## src/ipc_pkg.sv

```systemverilog
// Constants and types for the idle and power-down controller
package ipc_pkg;
    localparam logic [7:0] PWR_CTRL_ADDR  = 8'h87;
    localparam int         IDLE_BIT_POS   = 0;
    localparam int         PDN_BIT_POS    = 1;
    localparam int         UF0_BIT_POS    = 2;
    localparam int         UF1_BIT_POS    = 3;
    localparam int         POF_BIT_POS    = 4;
    localparam int         SMOD0_BIT_POS  = 6;
    localparam int         SMOD1_BIT_POS  = 7;
    localparam logic [7:0] PWR_CTRL_RESET = 8'h10;
    localparam logic [7:0] PWR_CTRL_WMASK = 8'hdf;
    localparam logic [7:0] PORT_RESET_VAL = 8'hff;
    localparam int         WARM_RST_CYC   = 24;
    localparam int         OSC_STAB_NS    = 200;
    localparam int         CLK_PERIOD_NS  = 50;
    localparam int         OSC_STAB_CYC   = (OSC_STAB_NS + CLK_PERIOD_NS - 1) / CLK_PERIOD_NS;
    localparam int         RAM_BLOCK_CYC  = 4;

    typedef enum logic [2:0]
    {
        ST_RUN,
        ST_IDLE,
        ST_PDOWN,
        ST_OSC_WAIT,
        ST_IRQ_HOLD,
        ST_RST_RESUME
    } ipc_state_t;
endpackage

```

## src/ipc_sync.sv

```systemverilog
// Two-flop synchroniser for pin inputs
`timescale 1ns/1ps
module ipc_sync #(
    parameter int WIDTH = 1,
    parameter logic [WIDTH-1:0] INIT = '0
) (
    input  wire logic             core_clk,  // Clock
    input  wire logic             rst_n,     // Sync reset
    input  wire logic             clk_en,    // Clock enable
    input  wire logic [WIDTH-1:0] din,       // Asynchronous input
    output logic      [WIDTH-1:0] dout       // Synchronised output
);
    logic [WIDTH-1:0] meta_ff;

    always_ff @(posedge core_clk)
    begin
        if (!rst_n)
        begin
            meta_ff <= INIT;
            dout    <= INIT;
        end
        else if (clk_en)
        begin
            meta_ff <= din;
            dout    <= meta_ff;
        end
    end
endmodule

```

## src/ipc_top.sv

```systemverilog
// Idle and power-down mode controller with power control register
//
// Behaviour
// - Idle gates CPU clock, peripherals keep running
// - Idle keeps PC, status, registers, RAM
// - Idle begins when setting instruction completes
// - Both bits set means power-down only
// - Enabled interrupt clears idle, resumes CPU
// - Reset pin clears idle, restores CPU clock
// - Block RAM while resuming after reset wake
// - Converter completion ends converter-requested idle
// - Power-down stops oscillator, freezes all clocks
// - Power-down begins when setting instruction completes
// - Enabled external interrupt ends power-down
// - Hold execution until external interrupt released
// - Interrupt wake leaves registers and RAM
// - Reset pin clears power-down, restarts oscillator
// - Reset exit reinitialises registers, keeps RAM
// - Ports high in reset, latched otherwise
// - Register bit0 idle, bit1 power-down
//
// Decided for this implementation: the plain strobed port and the register offsets.
`timescale 1ns/1ps
module ipc_top
    import ipc_pkg::*;
#(
    parameter int PORT_W = 8
) (
    input  wire logic              core_clk,          // 20 MHz clock
    input  wire logic              rst_n,             // Sync reset, active low
    input  wire logic              clk_en,            // Freezes all state when low
    input  wire logic [7:0]        reg_addr,          // Register address
    input  wire logic [7:0]        reg_wdata,         // Write data
    input  wire logic              reg_wr,            // Write strobe
    input  wire logic              reg_rd,            // Read strobe
    output logic      [7:0]        reg_rdata,         // Read data, one cycle later
    input  wire logic              instr_done,        // CPU instruction completes
    input  wire logic              rst_pin,           // Reset pin, active high
    input  wire logic              external_irq_zero_n, // External interrupt 0 pin
    input  wire logic              external_irq_one_n,  // External interrupt 1 pin
    input  wire logic [1:0]        ext_irq_en,        // Individual enables, ext 0/1
    input  wire logic              irq_req,           // Any pending interrupt source
    input  wire logic              irq_src_en,        // That source individually enabled
    input  wire logic              irq_global_en,     // Global interrupt enable
    input  wire logic              adc_idle_req,      // Idle requested by converter option
    input  wire logic              adc_done,          // Converter completion pulse
    input  wire logic              osc_ready,         // Oscillator stable
    input  wire logic [PORT_W-1:0] port_latch,        // Port latched data
    output logic                   cpu_clk_en,        // CPU clock enable
    output logic                   periph_clk_en,     // Peripheral clock enable
    output logic                   osc_en,            // Oscillator run
    output logic                   cpu_hold,          // Holds instruction execution
    output logic                   ram_block,         // Blocks internal RAM access
    output logic                   sfr_reset,         // Reinitialise special registers
    output logic                   int_rst,           // Internal reset to CPU
    output logic                   wake_irq,          // Wake by interrupt pulse
    output logic [PORT_W-1:0]      port_out,          // Port pin levels
    output logic [PORT_W-1:0]      port_oe_n,         // Port drive enable, low drives
    output logic [2:0]             mode_state         // Current mode
);
    ipc_state_t  state_ff;
    ipc_state_t  nxt_state;
    logic [7:0]  pwr_ctrl_ff;
    logic [7:0]  nxt_pwr_ctrl;
    logic        rst_s;
    logic [1:0]  ext_s_n;
    logic        ext_active;
    logic        idle_wake;
    logic        adc_idle_ff;
    logic [7:0]  rst_cnt_ff;
    logic [7:0]  wait_cnt_ff;
    logic        rst_seq;
    logic        pwr_ctrl_wr;

    function automatic logic reg_hit(input logic [7:0] a);
        reg_hit = (a == PWR_CTRL_ADDR);
    endfunction

    ipc_sync #(.WIDTH(3), .INIT(3'h6)) u_sync (
        .core_clk (core_clk),
        .rst_n    (rst_n),
        .clk_en   (clk_en),
        .din      ({external_irq_one_n, external_irq_zero_n, rst_pin}),
        .dout     ({ext_s_n, rst_s})
    );

    assign pwr_ctrl_wr = reg_wr && reg_hit(reg_addr);
    assign ext_active = (!ext_s_n[0] && ext_irq_en[0]) || (!ext_s_n[1] && ext_irq_en[1]);
    assign idle_wake  = irq_req && irq_src_en && irq_global_en;
    assign rst_seq    = rst_cnt_ff != 8'h00;

    // Mode sequencing
    always_comb
    begin
        nxt_state = state_ff;
        case (state_ff)
            ST_RUN:
                if (rst_s)
                    nxt_state = ST_RUN;
                else if (instr_done && pwr_ctrl_ff[PDN_BIT_POS])
                    nxt_state = ST_PDOWN;
                else if (instr_done && pwr_ctrl_ff[IDLE_BIT_POS])
                    nxt_state = ST_IDLE;
            ST_IDLE:
                if (rst_s)
                    nxt_state = ST_RST_RESUME;
                else if (idle_wake || (adc_idle_ff && adc_done))
                    nxt_state = ST_RUN;
            ST_PDOWN:
                if (rst_s)
                    nxt_state = ST_RST_RESUME;
                else if (ext_active)
                    nxt_state = ST_OSC_WAIT;
            ST_OSC_WAIT:
                if (rst_s)
                    nxt_state = ST_RST_RESUME;
                else if (osc_ready && wait_cnt_ff >= 8'(OSC_STAB_CYC))
                    nxt_state = ST_IRQ_HOLD;
            ST_IRQ_HOLD:
                if (rst_s)
                    nxt_state = ST_RST_RESUME;
                else if (!ext_active)
                    nxt_state = ST_RUN;
            ST_RST_RESUME:
                if (wait_cnt_ff >= 8'(RAM_BLOCK_CYC))
                    nxt_state = ST_RUN;
            default:
                nxt_state = ST_RUN;
        endcase
    end

    always_ff @(posedge core_clk)
    begin
        if (!rst_n)
            state_ff <= ST_RUN;
        else if (clk_en)
            state_ff <= nxt_state;
    end

    // Cycle counter for oscillator start and reset resume windows
    always_ff @(posedge core_clk)
    begin
        if (!rst_n)
            wait_cnt_ff <= 8'h00;
        else if (clk_en)
        begin
            if (nxt_state != state_ff)
                wait_cnt_ff <= 8'h00;
            else if (wait_cnt_ff != 8'hff)
                wait_cnt_ff <= wait_cnt_ff + 8'h01;
        end
    end

    // Captures converter idle option at idle entry
    always_ff @(posedge core_clk)
    begin
        if (!rst_n)
            adc_idle_ff <= 1'b0;
        else if (clk_en && state_ff == ST_RUN && nxt_state == ST_IDLE)
            adc_idle_ff <= adc_idle_req;
        else if (clk_en && state_ff != ST_IDLE)
            adc_idle_ff <= 1'b0;
    end

    // Internal reset sequence after reset pin release
    always_ff @(posedge core_clk)
    begin
        if (!rst_n)
            rst_cnt_ff <= 8'h00;
        else if (clk_en)
        begin
            if (rst_s && state_ff != ST_IDLE && state_ff != ST_PDOWN)
                rst_cnt_ff <= 8'(WARM_RST_CYC);
            else if (rst_seq)
                rst_cnt_ff <= rst_cnt_ff - 8'h01;
        end
    end

    // Power control register
    always_comb
    begin
        nxt_pwr_ctrl = pwr_ctrl_ff;
        if (pwr_ctrl_wr)
            nxt_pwr_ctrl = (reg_wdata & PWR_CTRL_WMASK) | (pwr_ctrl_ff & ~PWR_CTRL_WMASK);
        if (state_ff == ST_IDLE && nxt_state == ST_RUN)
            nxt_pwr_ctrl[IDLE_BIT_POS] = 1'b0;
        if (state_ff == ST_RUN && nxt_state == ST_PDOWN)
            nxt_pwr_ctrl[IDLE_BIT_POS] = 1'b0;
        if (state_ff == ST_PDOWN && nxt_state == ST_OSC_WAIT)
            nxt_pwr_ctrl[PDN_BIT_POS] = 1'b0;
        if (rst_s)
        begin
            nxt_pwr_ctrl[IDLE_BIT_POS] = 1'b0;
            nxt_pwr_ctrl[PDN_BIT_POS]  = 1'b0;
        end
        if (rst_seq && !rst_s)
        begin
            nxt_pwr_ctrl = PWR_CTRL_RESET & ~(8'h01 << POF_BIT_POS);
            nxt_pwr_ctrl[POF_BIT_POS] = pwr_ctrl_ff[POF_BIT_POS];
        end
    end

    always_ff @(posedge core_clk)
    begin
        if (!rst_n)
            pwr_ctrl_ff <= PWR_CTRL_RESET;
        else if (clk_en)
            pwr_ctrl_ff <= nxt_pwr_ctrl;
    end

    always_ff @(posedge core_clk)
    begin
        if (!rst_n)
            reg_rdata <= 8'h00;
        else if (clk_en)
        begin
            if (reg_rd && reg_hit(reg_addr))
                reg_rdata <= pwr_ctrl_ff & PWR_CTRL_WMASK;
            else
                reg_rdata <= 8'h00;
        end
    end

    always_ff @(posedge core_clk)
    begin
        if (!rst_n)
            wake_irq <= 1'b0;
        else if (clk_en)
            wake_irq <= (state_ff == ST_IDLE && nxt_state == ST_RUN)
                      || (state_ff == ST_IRQ_HOLD && nxt_state == ST_RUN);
    end

    // Clock gates and holds
    always_comb
    begin
        cpu_clk_en    = 1'b1;
        periph_clk_en = 1'b1;
        osc_en        = 1'b1;
        cpu_hold      = 1'b0;
        ram_block     = 1'b0;
        case (state_ff)
            ST_IDLE:
                cpu_clk_en = 1'b0;
            ST_PDOWN:
            begin
                cpu_clk_en    = 1'b0;
                periph_clk_en = 1'b0;
                osc_en        = 1'b0;
            end
            ST_OSC_WAIT:
            begin
                cpu_clk_en    = 1'b0;
                periph_clk_en = 1'b0;
            end
            ST_IRQ_HOLD:
                cpu_hold = 1'b1;
            ST_RST_RESUME:
                ram_block = 1'b1;
            default:
                cpu_clk_en = 1'b1;
        endcase
    end

    always_ff @(posedge core_clk)
    begin
        if (!rst_n)
        begin
            port_out <= {PORT_W{1'b1}};
            int_rst  <= 1'b1;
        end
        else if (clk_en)
        begin
            int_rst <= rst_s || rst_seq;
            if (rst_s || rst_seq)
                port_out <= {PORT_W{1'b1}};
            else
                port_out <= port_latch;
        end
    end

    assign sfr_reset  = int_rst;
    assign port_oe_n  = {PORT_W{1'b0}};
    assign mode_state = state_ff;
endmodule

```

## config.mk

```make
export PLATFORM = sky130hd
export DESIGN_NAME = ipc_top
export DESIGN_NICKNAME = d
export VERILOG_FILES = /design/src/ipc_pkg.sv /design/src/ipc_sync.sv /design/src/ipc_top.sv
export SDC_FILE = /design/constraint.sdc
export NUM_CORES = 1
export LEC_CHECK = 0
export BUFFER_PORTS_ARGS = -buffer_cell sky130_fd_sc_hd__buf_2
export CORE_ASPECT_RATIO = 1.2
export CORE_MARGIN = 8
export CORE_UTILIZATION = 46
export CTS_CLUSTER_SIZE = 10
export DETAILED_ROUTE_END_ITERATION = 10
export HOLD_SLACK_MARGIN = 0.05
export PLACE_DENSITY = 0.76
export SLEW_MARGIN = 5
export SYNTH_ARGS = -nofsm -noshare
export SYNTH_HDL_FRONTEND = slang
export SYNTH_SLANG_ARGS = --single-unit
```

## constraint.sdc

```tcl
create_clock -name core_clk -period 2.27 [get_ports core_clk]
set_input_delay 0.454 -clock core_clk [delete_from_list [all_inputs] [get_ports core_clk]]
set_output_delay 0.454 -clock core_clk [all_outputs]
set_load 0.1 [all_outputs]
```

## After elaboration in Yosys (flattened, before gate mapping)

Cells that the tools add are included.

| storage, ports and cells | value |
|---|---|
| register bits after elaboration | 52 |
| input port bits | 41 |
| output and inout bits | 35 |
| logic and storage cells | 108 |

| operators by class | value |
|---|---|
| $add $sub $neg | 2 |
| order comparisons | 1 |
| equality and inequality tests | 13 |
| mux-type cells | 32 |
| bitwise logic cells | 2 |
| reductions and logical operators | 44 |

Operator list:

| operator | number |
|---|---|
| $mux 8 | 8 |
| $mux 3 | 12 |
| $logic_and 1x1->1 | 20 |
| $pmux 3 s6 | 1 |
| $eq 3x2->1 const B | 4 |
| $mux 1 | 10 |
| $reduce_and 2->1 | 5 |
| $add 8x1->8 const B | 1 |
| $eq 8x8->1 const B | 1 |
| $ge 8x3->1 const B | 1 |
| $ne 8x8->1 const B | 1 |
| $or 8x6->8 | 1 |
| $reduce_bool 2->1 | 4 |
| $reduce_bool 8->1 | 1 |
| $sub 8x1->8 const B | 1 |
| $eq 3x1->1 const B | 2 |
| $eq 3x3->1 const B | 2 |
| $logic_not 3->1 | 2 |
| $reduce_bool 5->1 | 1 |
| $logic_or 1x1->1 | 4 |
| $reduce_bool 4->1 | 1 |
| $logic_not 1->1 | 3 |
| $ne 3x1->1 const B | 1 |
| $ne 3x2->1 const B | 1 |
| other kinds (6) | 6 |

## Logic depth before layout (Yosys ltp)

Gate-level depths: netlist (run 1).

| depth | value |
|---|---|
| depth after elaboration | 12 |
| mapped depth | 8 |
| gate-level depth less buffers | 8 |

## Hierarchy

Synthesis (run 1) repeated with hierarchy kept, for this count alone.

| unflattened totals | value |
|---|---|
| cells, all modules | 297 |
| area total of the unflattened synthesis | 2565.0 µm² |

By module, submodules not included:

| module | instances | cells an instance | area an instance (µm²) | seq. area each (µm²) |
|---|---|---|---|---|
| ipc_top | 1 | 278 | 2346.0 | 880.8 |
| ipc_sync | 1 | 19 | 219.0 | 120.1 |

## Least setup slack after synthesis (run 1)

OpenSTA, ideal clock, no wires.

| timing | value |
|---|---|
| path type | register to register |
| start point | register state_ff[2], in the netlist mode_state[2] |
| end point | register pwr_ctrl_ff[0] |
| setup time | 0.134 ns |
| arrival time | 3.930 ns |
| data required time | 2.136 ns |
| slack | -1.793 ns |
| stages on the path, launching flop included | 8 |
| path buffers | 1 |
| period minus slack after synthesis | 4.063 ns |
| path through | dfxtp_1 > buf_2 > nand2b_1 > nand2b_1 > o21ai_0 > or3_1 > o311ai_0 > a21oi_1 |

| on the way | value |
|---|---|
| longest elaborated chain between the ends | 10 |
| elaborated cells on any way between the ends | 29 |
| those cells by class | 6 x eq/ne; 17 x mux; 6 x reduce/logical |

RTL lines:

| what | line | source |
|---|---|---|
| from (decl) | ipc_top.sv:61 | `ipc_state_t state_ff;` |
| from (signal assigned) | ipc_top.sv:137 | `state_ff <= nxt_state;` |
| $mux 3 | ipc_top.sv:102 | `else if (instr_done && pwr_ctrl_ff[IDLE_BIT_POS])` |
| $mux 3 | ipc_top.sv:100 | `else if (instr_done && pwr_ctrl_ff[PDN_BIT_POS])` |
| $mux 3 | ipc_top.sv:98 | `if (rst_s)` |
| $pmux 3 s6 | ipc_top.sv:96 | `case (state_ff)` |
| $logic_not 3->1 | ipc_top.sv:185 | `if (state_ff == ST_IDLE && nxt_state == ST_RUN)` |
| $logic_and 1x1->1 | ipc_top.sv:185 |  |
| $mux 1 | ipc_top.sv:185 |  |
| $mux 1 | ipc_top.sv:187 | `if (state_ff == ST_RUN && nxt_state == ST_PDOWN)` |
| $mux 2 | ipc_top.sv:191 | `if (rst_s)` |
| $mux 8 | ipc_top.sv:196 | `if (rst_seq && !rst_s)` |
| to (signal assigned) | ipc_top.sv:208 | `pwr_ctrl_ff <= nxt_pwr_ctrl;` |
| to (decl) | ipc_top.sv:63 | `logic [7:0] pwr_ctrl_ff;` |

Several ways; a longest one is shown, not always the timed one.
A chain may end at the register's enable or synchronous reset.

## Final worst setup path (run 1)

| timing | value |
|---|---|
| start point | register wait_cnt_ff[7] |
| end point | register wait_cnt_ff[7] |

| on the way | value |
|---|---|
| longest elaborated chain between the ends | 8 |
| elaborated cells on any way between the ends | 13 |
| those cells by class | 1 x add/sub; 1 x order compare; 2 x eq/ne; 6 x mux; 3 x reduce/logical |

RTL lines:

| what | line | source |
|---|---|---|
| from (decl) | ipc_top.sv:71 | `logic [7:0] wait_cnt_ff;` |
| from (signal assigned) | ipc_top.sv:150 | `wait_cnt_ff <= wait_cnt_ff + 8'h01;` |
| $ge 8x3->1 | ipc_top.sv:117, ipc_top.sv:125 |  |
| $logic_and 1x1->1 | ipc_top.sv:117 | `else if (osc_ready && wait_cnt_ff >= 8'(OSC_STAB_CYC))` |
| $mux 3 | ipc_top.sv:117 |  |
| $mux 3 | ipc_top.sv:115 | `if (rst_s)` |
| $pmux 3 s6 | ipc_top.sv:96 |  |
| $ne 3x3->1 | ipc_top.sv:147 | `if (nxt_state != state_ff)` |
| $reduce_bool 2->1 (no source line) | n/a |  |
| $reduce_and 2->1 (no source line) | n/a |  |

Several ways; a longest one is shown, not always the timed one. The select of a mux whose other input is x is not followed.

==> flow_metrics.env, run 1 <==
export IMPL_synthArstFlopShare_pct=0
export IMPL_seqPwrFrac_pct=38.0
export IMPL_portBuffers=65
export IMPL_cts_root_buf="clkbuf_8"
export IMPL_period_minus_slack_ns=2.25
export IMPL_gr_usage_all_layers_pct=15.0
export IMPL_yosys_warnings=0
export IMPL_rsz0062_at_grt="true"
export IMPL_clock_sinks=50
export IMPL_finalWirelength_um=6060
export IMPL_cap_violations=0
export IMPL_critPathMaxStageDelay_ns=0.56
export IMPL_end_kind="register"
export IMPL_final_layout_size_suffix_gt1_share_pct=33.5
export IMPL_netlist_area_leader_share_pct=40.1
export IMPL_first_pass_iters=4
export IMPL_yosys_register_bits=50
export IMPL_syn2layout_area_growth_pct=25.2
export IMPL_ant_nets=0
export IMPL_cts_clk_slew_worst_paths_ns=0.10
export IMPL_overflow=0
export IMPL_final_area_mm2=0.00313
export IMPL_peakVddDrop_uv=625
export IMPL_num_antenna_cells=0
export IMPL_arrival_ns=2.49
export IMPL_fp_dieH_um=96.7
export IMPL_cts_made_buffers=5
export IMPL_drt_iter0_drc=92
export IMPL_run_status="finished, final reports clean"
export IMPL_drc_errors=0
export IMPL_p_clk_share_pct=20.8
export IMPL_switchingPower_uw=1150
export IMPL_grt_pass1_vias=2259
export IMPL_wire_per_inst_um=14.4
export IMPL_synth_edf_count=0
export IMPL_clk_latency_ns=0.31
export IMPL_path_class="reg2reg"
export IMPL_clk_path_buf_depth=2
export IMPL_grt_first_pass_wirelength_um=10300
export IMPL_cts_htree_levels=2
export IMPL_via_per_inst=5.39
export IMPL_synth_area_leaders="dfxtp_1 (40%), mux2i_1 (5.6%), xnor2_1 (4.2%), nor2b_1 (3.8%), a22oi_1 (3.6%)"
export IMPL_grt_antenna_before_repair=0
export IMPL_ys_types=51
export IMPL_postSynthCellCount=283
export IMPL_swShare_pct=40.5
export IMPL_p_int_uw=1690
export IMPL_worstPathRequired_ns=2.51
export IMPL_hold_ws_ns=0.355
export IMPL_p_leak_uw=0.00132
export IMPL_vias=2264
export IMPL_pin_count=76
export IMPL_finish_net_count=401
export IMPL_place_congestion=0.839
export IMPL_dp_hpwl_um=4700
export IMPL_cp_cell_sequence="or4_4 > o31ai_4 > o32ai_2 > or4_4 > a22o_4 > a21oi_2"
export IMPL_path_common_cell="or4_4"
export IMPL_place_area_mm2=0.00297
export IMPL_post_route_period_util_pct=99.0
export IMPL_avgSynthCellArea_um2=8.82
export IMPL_power_density_mw_per_mm2=909
export IMPL_crit_slowest_cell="or4_4"
export IMPL_fp_coreArea_mm2=0.00526
export IMPL_yosys_area_top_type="dfxtp_1"
export IMPL_postLayoutCoreUtil_pct=59.4
export IMPL_hold_class="in2reg"
export IMPL_crit_fanout=6
export IMPL_die_w_um=83.3
export IMPL_netlist_area_mm2=0.00250
export IMPL_fp_row_count=29
export IMPL_start_kind="register"
export IMPL_die_area_mm2=0.00805
export IMPL_synth_flop_cell="dfxtp_1"
export IMPL_seq_area_frac_synth_pct=40.1
export IMPL_setup_viol=0
export IMPL_fmaxAchievable_ghz=0.445
export IMPL_drv_slew=0
export IMPL_finClkSkew_ns=0.00937
export IMPL_hold_violations=0
export IMPL_initial_utilization_pct=47.5
export IMPL_p_comb_share_pct=41.2
export IMPL_cts_tree="built"
export IMPL_grt_max_degree=22
## metal layers
layer	vias up	global-route usage, %	routed length (um)
li1	1129	-	-
met5	-	0	0
met3	8	6.38	539
met1	1049	16.2	2510
met4	0	5.42	99
met2	78	25.4	2910
## worst max-delay path, delay by kind of cell (launching register included)
family / cells / cell delay, ns
flip-flops: 1 / 0.34
AND/OR/NAND/NOR: 2 / 1.08
AO/OA/AOI/OAI: 4 / 0.77
## placed cells by master, fill, tap and decap left out, drive strengths merged, types with 4 or more instances in the layout
cell    Yosys  final
mux2i      14     14
nand3       8      8
o211ai      4      4
conb        1      9
a22oi      12     12
a21oi      11     11
xnor2      12     12
dfxtp      50     50
o21ai       9      9
nor2       18     18
o21a        4      4
nor3        5      5
buf        15     85
nand2b      6      6
nor4        4      4
clkbuf     11      6
nand2      24     24
inv        12     13
nor2b      15     15
or4         4      4
## flip-flops by register name, indices dropped and copies added, names as in the netlist
| name | flops |
|---|---|
| adc_idle_ff | 1 |
| int_rst | 1 |
| mode_state | 3 |
| port_out | 8 |
| pwr_ctrl_ff | 7 |
| reg_rdata | 7 |
| rst_cnt_ff | 8 |
| u_sync.dout | 3 |
| u_sync.meta_ff | 3 |
| wait_cnt_ff | 8 |
| wake_irq | 1 |
## power by group through the flow
| stage | logic (uW) | clock network [uW] | registers, uW |
|---|---|---|---|
| 4_1_cts | 1170 | 607 | 1080 |
| 3_3_place_gp | 1140 | 0 | 1090 |
| 6_report | 1170 | 590 | 1080 |
| 2_1_floorplan | 731 | 0 | 1270 |
| 3_5_place_dp | 1160 | 0 | 1100 |
| 5_1_grt | 1270 | 637 | 1100 |
## cells by family after synthesis
group,share of synthesized area (%)
other cells,0.150
flops,40.1
mux,5.61
simple gates,22.5
buf+inv,7.41
xor+xnor,4.91
fa+ha+maj,1.50
compound gates,17.8
## worst paths after layout
path                  startpoint             end  slack (ns)  cells after the start
setup / recovery  wait_cnt_ff[7]  wait_cnt_ff[7]        0.02                      6
hold / removal      reg_wdata[4]  pwr_ctrl_ff[4]        0.35                      3
setup reg to reg  wait_cnt_ff[7]  wait_cnt_ff[7]        0.02                      6
hold reg to reg          int_rst         int_rst        0.47                      2
## cell usage after synthesis, types with 4 or more instances
cell       n
dfxtp_1   50
nand2_1   24
nor2_1    18
nor2b_1   15
mux2i_1   14
a22oi_1   12
inv_1     12
xnor2_1   12
a21oi_1   11
buf_4     10
clkbuf_1  10
o21ai_0    9
nand3_1    8
nand2b_1   6
nor3_1     5
nor4_1     4
o211ai_1   4
o21a_1     4
## final cells by class
cell class | count | area, um2
fillers | 479 | 2130
multi-input cells | 203 | 1410
flip-flops and latches | 50 | 1010
repair buffers | 85 | 475
clock buffers | 6 | 93.8
well taps | 62 | 77.6
inverters | 12 | 45.0
clock inverters | 2 | 13.8
## timing repair
item                       4_1_cts  5_1_grt
pin swaps                        0        7
setup buffers                    0        1
gates resized for setup          1       12
hold buffers                     0        0
setup endpoints to repair        1        9
## through the flow
step / power (uW) / std cells / setup TNS [ns] / worst slack [ns]
after CTS: 2850 / 419 / 0 / 0.00761
after global placement: 2230 / 411 / 0 / 0.0481
final: 2840 / 420 / 0 / 0.0226
after global routing: 3010 / 420 / -0.240 / -0.0663
after floorplan: 2010 / 291 / -1.10 / -0.156
after detailed placement: 2250 / 411 / -0.00464 / -0.00464
Note: power is estimated with default switching activity, not from simulation.
==> inputs of run 2 (changes only) <==
- ABC_AREA: not set -> 1
- CORE_UTILIZATION: 46 -> 47
==> flow_metrics.env, run 2 <==
export IMPL_run_status="finished, final reports clean"
export IMPL_switchingPower_uw=1350
export IMPL_cts_tree="built"
export IMPL_grt_first_pass_wirelength_um=11400
export IMPL_synth_area_leaders="dfxtp_1 (38%), nand2_1 (11%), nand3_1 (7.3%), a21oi_1 (6.1%), inv_1 (5.7%)"
export IMPL_path_class="reg2out"
export IMPL_critPathLaunch="mode_state[1]"
export IMPL_reg2regPathDepth=13
export IMPL_wire_per_inst_um=12.9
export IMPL_grt_max_degree=45
export IMPL_fmaxAchievable_ghz=0.502
export IMPL_cts_htree_levels=2
export IMPL_dp_hpwl_um=5060
export IMPL_grt_pass1_vias=2697
export IMPL_drt_iter0_drc=129
export IMPL_setup_tns_final_ns=0
export IMPL_die_w_um=84.2
export IMPL_rsz0062_at_grt="false"
export IMPL_finish_net_count=489
export IMPL_cts_made_buffers=5
export IMPL_yosys_area_top_type="dfxtp_1"
export IMPL_p_clk_share_pct=17.7
export IMPL_p_leak_uw=0.00150
export IMPL_start_kind="register"
export IMPL_via_per_inst=5.16
export IMPL_clock_sinks=50
export IMPL_overflow=0
export IMPL_drv_slew=0
export IMPL_hold_class="in2reg"
export IMPL_worstPathRequired_ns=1.82
export IMPL_end_kind="output port"
export IMPL_ys_types=37
export IMPL_p_comb_share_pct=43.9
export IMPL_place_congestion=0.893
export IMPL_fp_dieH_um=97.8
export IMPL_drc_errors=0
export IMPL_seqPwrFrac_pct=38.4
export IMPL_postSynthCellCount=380
export IMPL_r2r_start="rst_cnt_ff[0]"
export IMPL_fp_coreArea_mm2=0.00552
export IMPL_synthArstFlopShare_pct=0
export IMPL_netlist_area_leader_share_pct=38.2
export IMPL_syn2layout_area_growth_pct=18.3
export IMPL_post_route_period_util_pct=87.8
export IMPL_cts_setup_buffers=0
export IMPL_synth_most_common_cell="nand2_1"
export IMPL_cts_root_buf="clkbuf_8"
export IMPL_ctsResizeCount=0
export IMPL_cts_clk_slew_worst_paths_ns=0.09
export IMPL_arrival_ns=1.54
export IMPL_gr_usage_all_layers_pct=16.1
export IMPL_hold_violations=0
export IMPL_p_int_uw=1550
export IMPL_clk_latency_ns=0.30
export IMPL_initial_utilization_pct=47.5
export IMPL_period_minus_slack_ns=1.99
export IMPL_fin_ws_ns=0.277
export IMPL_yosys_warnings=0
export IMPL_finClkSkew_ns=0.00350
export IMPL_layout_common_cells="nand2_1 (79), buf_2 (65), dfxtp_1 (47)"
export IMPL_grt_antenna_before_repair=0
export IMPL_seq_area_frac_synth_pct=38.2
export IMPL_yosys_register_bits=50
export IMPL_reg_largest_list="port_out x8, rst_cnt_ff x8, wait_cnt_ff x8"
export IMPL_cts_hold_fix_buffers=0
export IMPL_swShare_pct=46.5
export IMPL_pin_count=76
export IMPL_synth_flop_cell="dfxtp_1"
export IMPL_rrSetupSlack_ns=0.36
export IMPL_fp_row_count=30
export IMPL_setup_viol=0
export IMPL_layout_cells_non_filler=510
export IMPL_avgSynthCellArea_um2=6.90
export IMPL_synth_edf_count=0
export IMPL_post_place_ws_ns=0.396
export IMPL_place_inst=502
export IMPL_peakVddDrop_uv=830
export IMPL_first_pass_iters=4
export IMPL_hold_start="external_irq_one_n"
export IMPL_netlist_area_mm2=0.00262
export IMPL_reg2reg_to="rst_cnt_ff[7]"
export IMPL_finalWirelength_um=6560
export IMPL_postLayoutCoreUtil_pct=56.2
export IMPL_ys_top_cells_by_count="nand2_1 (79), dfxtp_1 (50), inv_1 (40)"
export IMPL_power_density_mw_per_mm2=934
export IMPL_clk_path_buf_depth=2
export IMPL_crit_fanout=8
export IMPL_vias=2632
export IMPL_final_layout_size_suffix_gt1_share_pct=24.0
export IMPL_ant_nets=0
export IMPL_portBuffers=65
export IMPL_cap_violations=0
export IMPL_num_antenna_cells=0
export IMPL_endpoint="osc_en"
export IMPL_final_common_cell="nand2_1"
export IMPL_die_area_mm2=0.00823
## run 2: cell types whose count changed in the layout (fill, tap and decap cells not counted), sizes merged, moves of 10 or more
cell   change
nand2     +61
nand3     +35
inv       +29
a21oi     +22
nor2      +21
buf       -15
nor2b     -15
mux2i     -14
o21ai     +14
a22oi     -11
xnor2     -10
## run 2: layout make-up
cell class / instances / area (um2)
fill: 565 / 2420
multi-input combinational: 271 / 1380
sequential: 50 / 1010
timing repair buffer: 70 / 363
inverter: 47 / 186
tap: 64 / 80.1
clock buffer: 6 / 72.6
clock inverter: 2 / 13.8
## run 2: kinds of logic after synthesis
kind of cell	share of synthesized area, %
AO/OA/AOI/OAI	14.0
adder cells (fa/ha/maj)	1.43
flip-flops	38.2
XOR/XNOR	1.67
buffers and inverters	11.2
other	0.143
AND/OR/NAND/NOR	33.4
## run 2: how the worst min path moves through the flow
stage / end / cells after the start / slack [ns]
after global routing: port_out[2] / 3 / 0.35
final: u_sync.meta_ff[2] / 3 / 0.36
after global placement: u_sync.meta_ff[1] / 2 / 0.44
after detailed placement: reg_rdata[2] / 2 / 0.45
after CTS: u_sync.meta_ff[2] / 3 / 0.35
after floorplan: u_sync.meta_ff[1] / 2 / 0.43
## run 2: per-stage QoR
| step | hold slack [ns] | area (um2) | power [uW] |
|---|---|---|---|
| after floorplan | 0.429 | 2690 | 2160 |
| after global placement | 0.442 | 3010 | 2360 |
| after detailed placement | 0.451 | 3010 | 2400 |
| after CTS | 0.349 | 3100 | 2910 |
| after global routing | 0.353 | 3100 | 3080 |
| final | 0.359 | 3100 | 2900 |
## run 2: layer usage
metal / GRT usage, % / part of all wire (%)
met5: 0 / 0
met2: 29.3 / 50
met3: 5.50 / 7.5
met4: 5.59 / 0.85
met1: 16.5 / 42
## run 2: worst max-delay path, cell delays in order, from the launching register on
cell        delay, ns
dfxtp_4          0.43
inv_4            0.08
nor3_2           0.24
clkinvlp_4       0.18
buf_2            0.31
## run 2: power by group through the flow
stage / registers (uW) / logic, uW / clock network (uW)
2_1_floorplan: 1400 / 765 / 0
3_3_place_gp: 1120 / 1240 / 0
3_5_place_dp: 1130 / 1270 / 0
4_1_cts: 1110 / 1270 / 524
5_1_grt: 1130 / 1390 / 562
6_report: 1110 / 1270 / 511
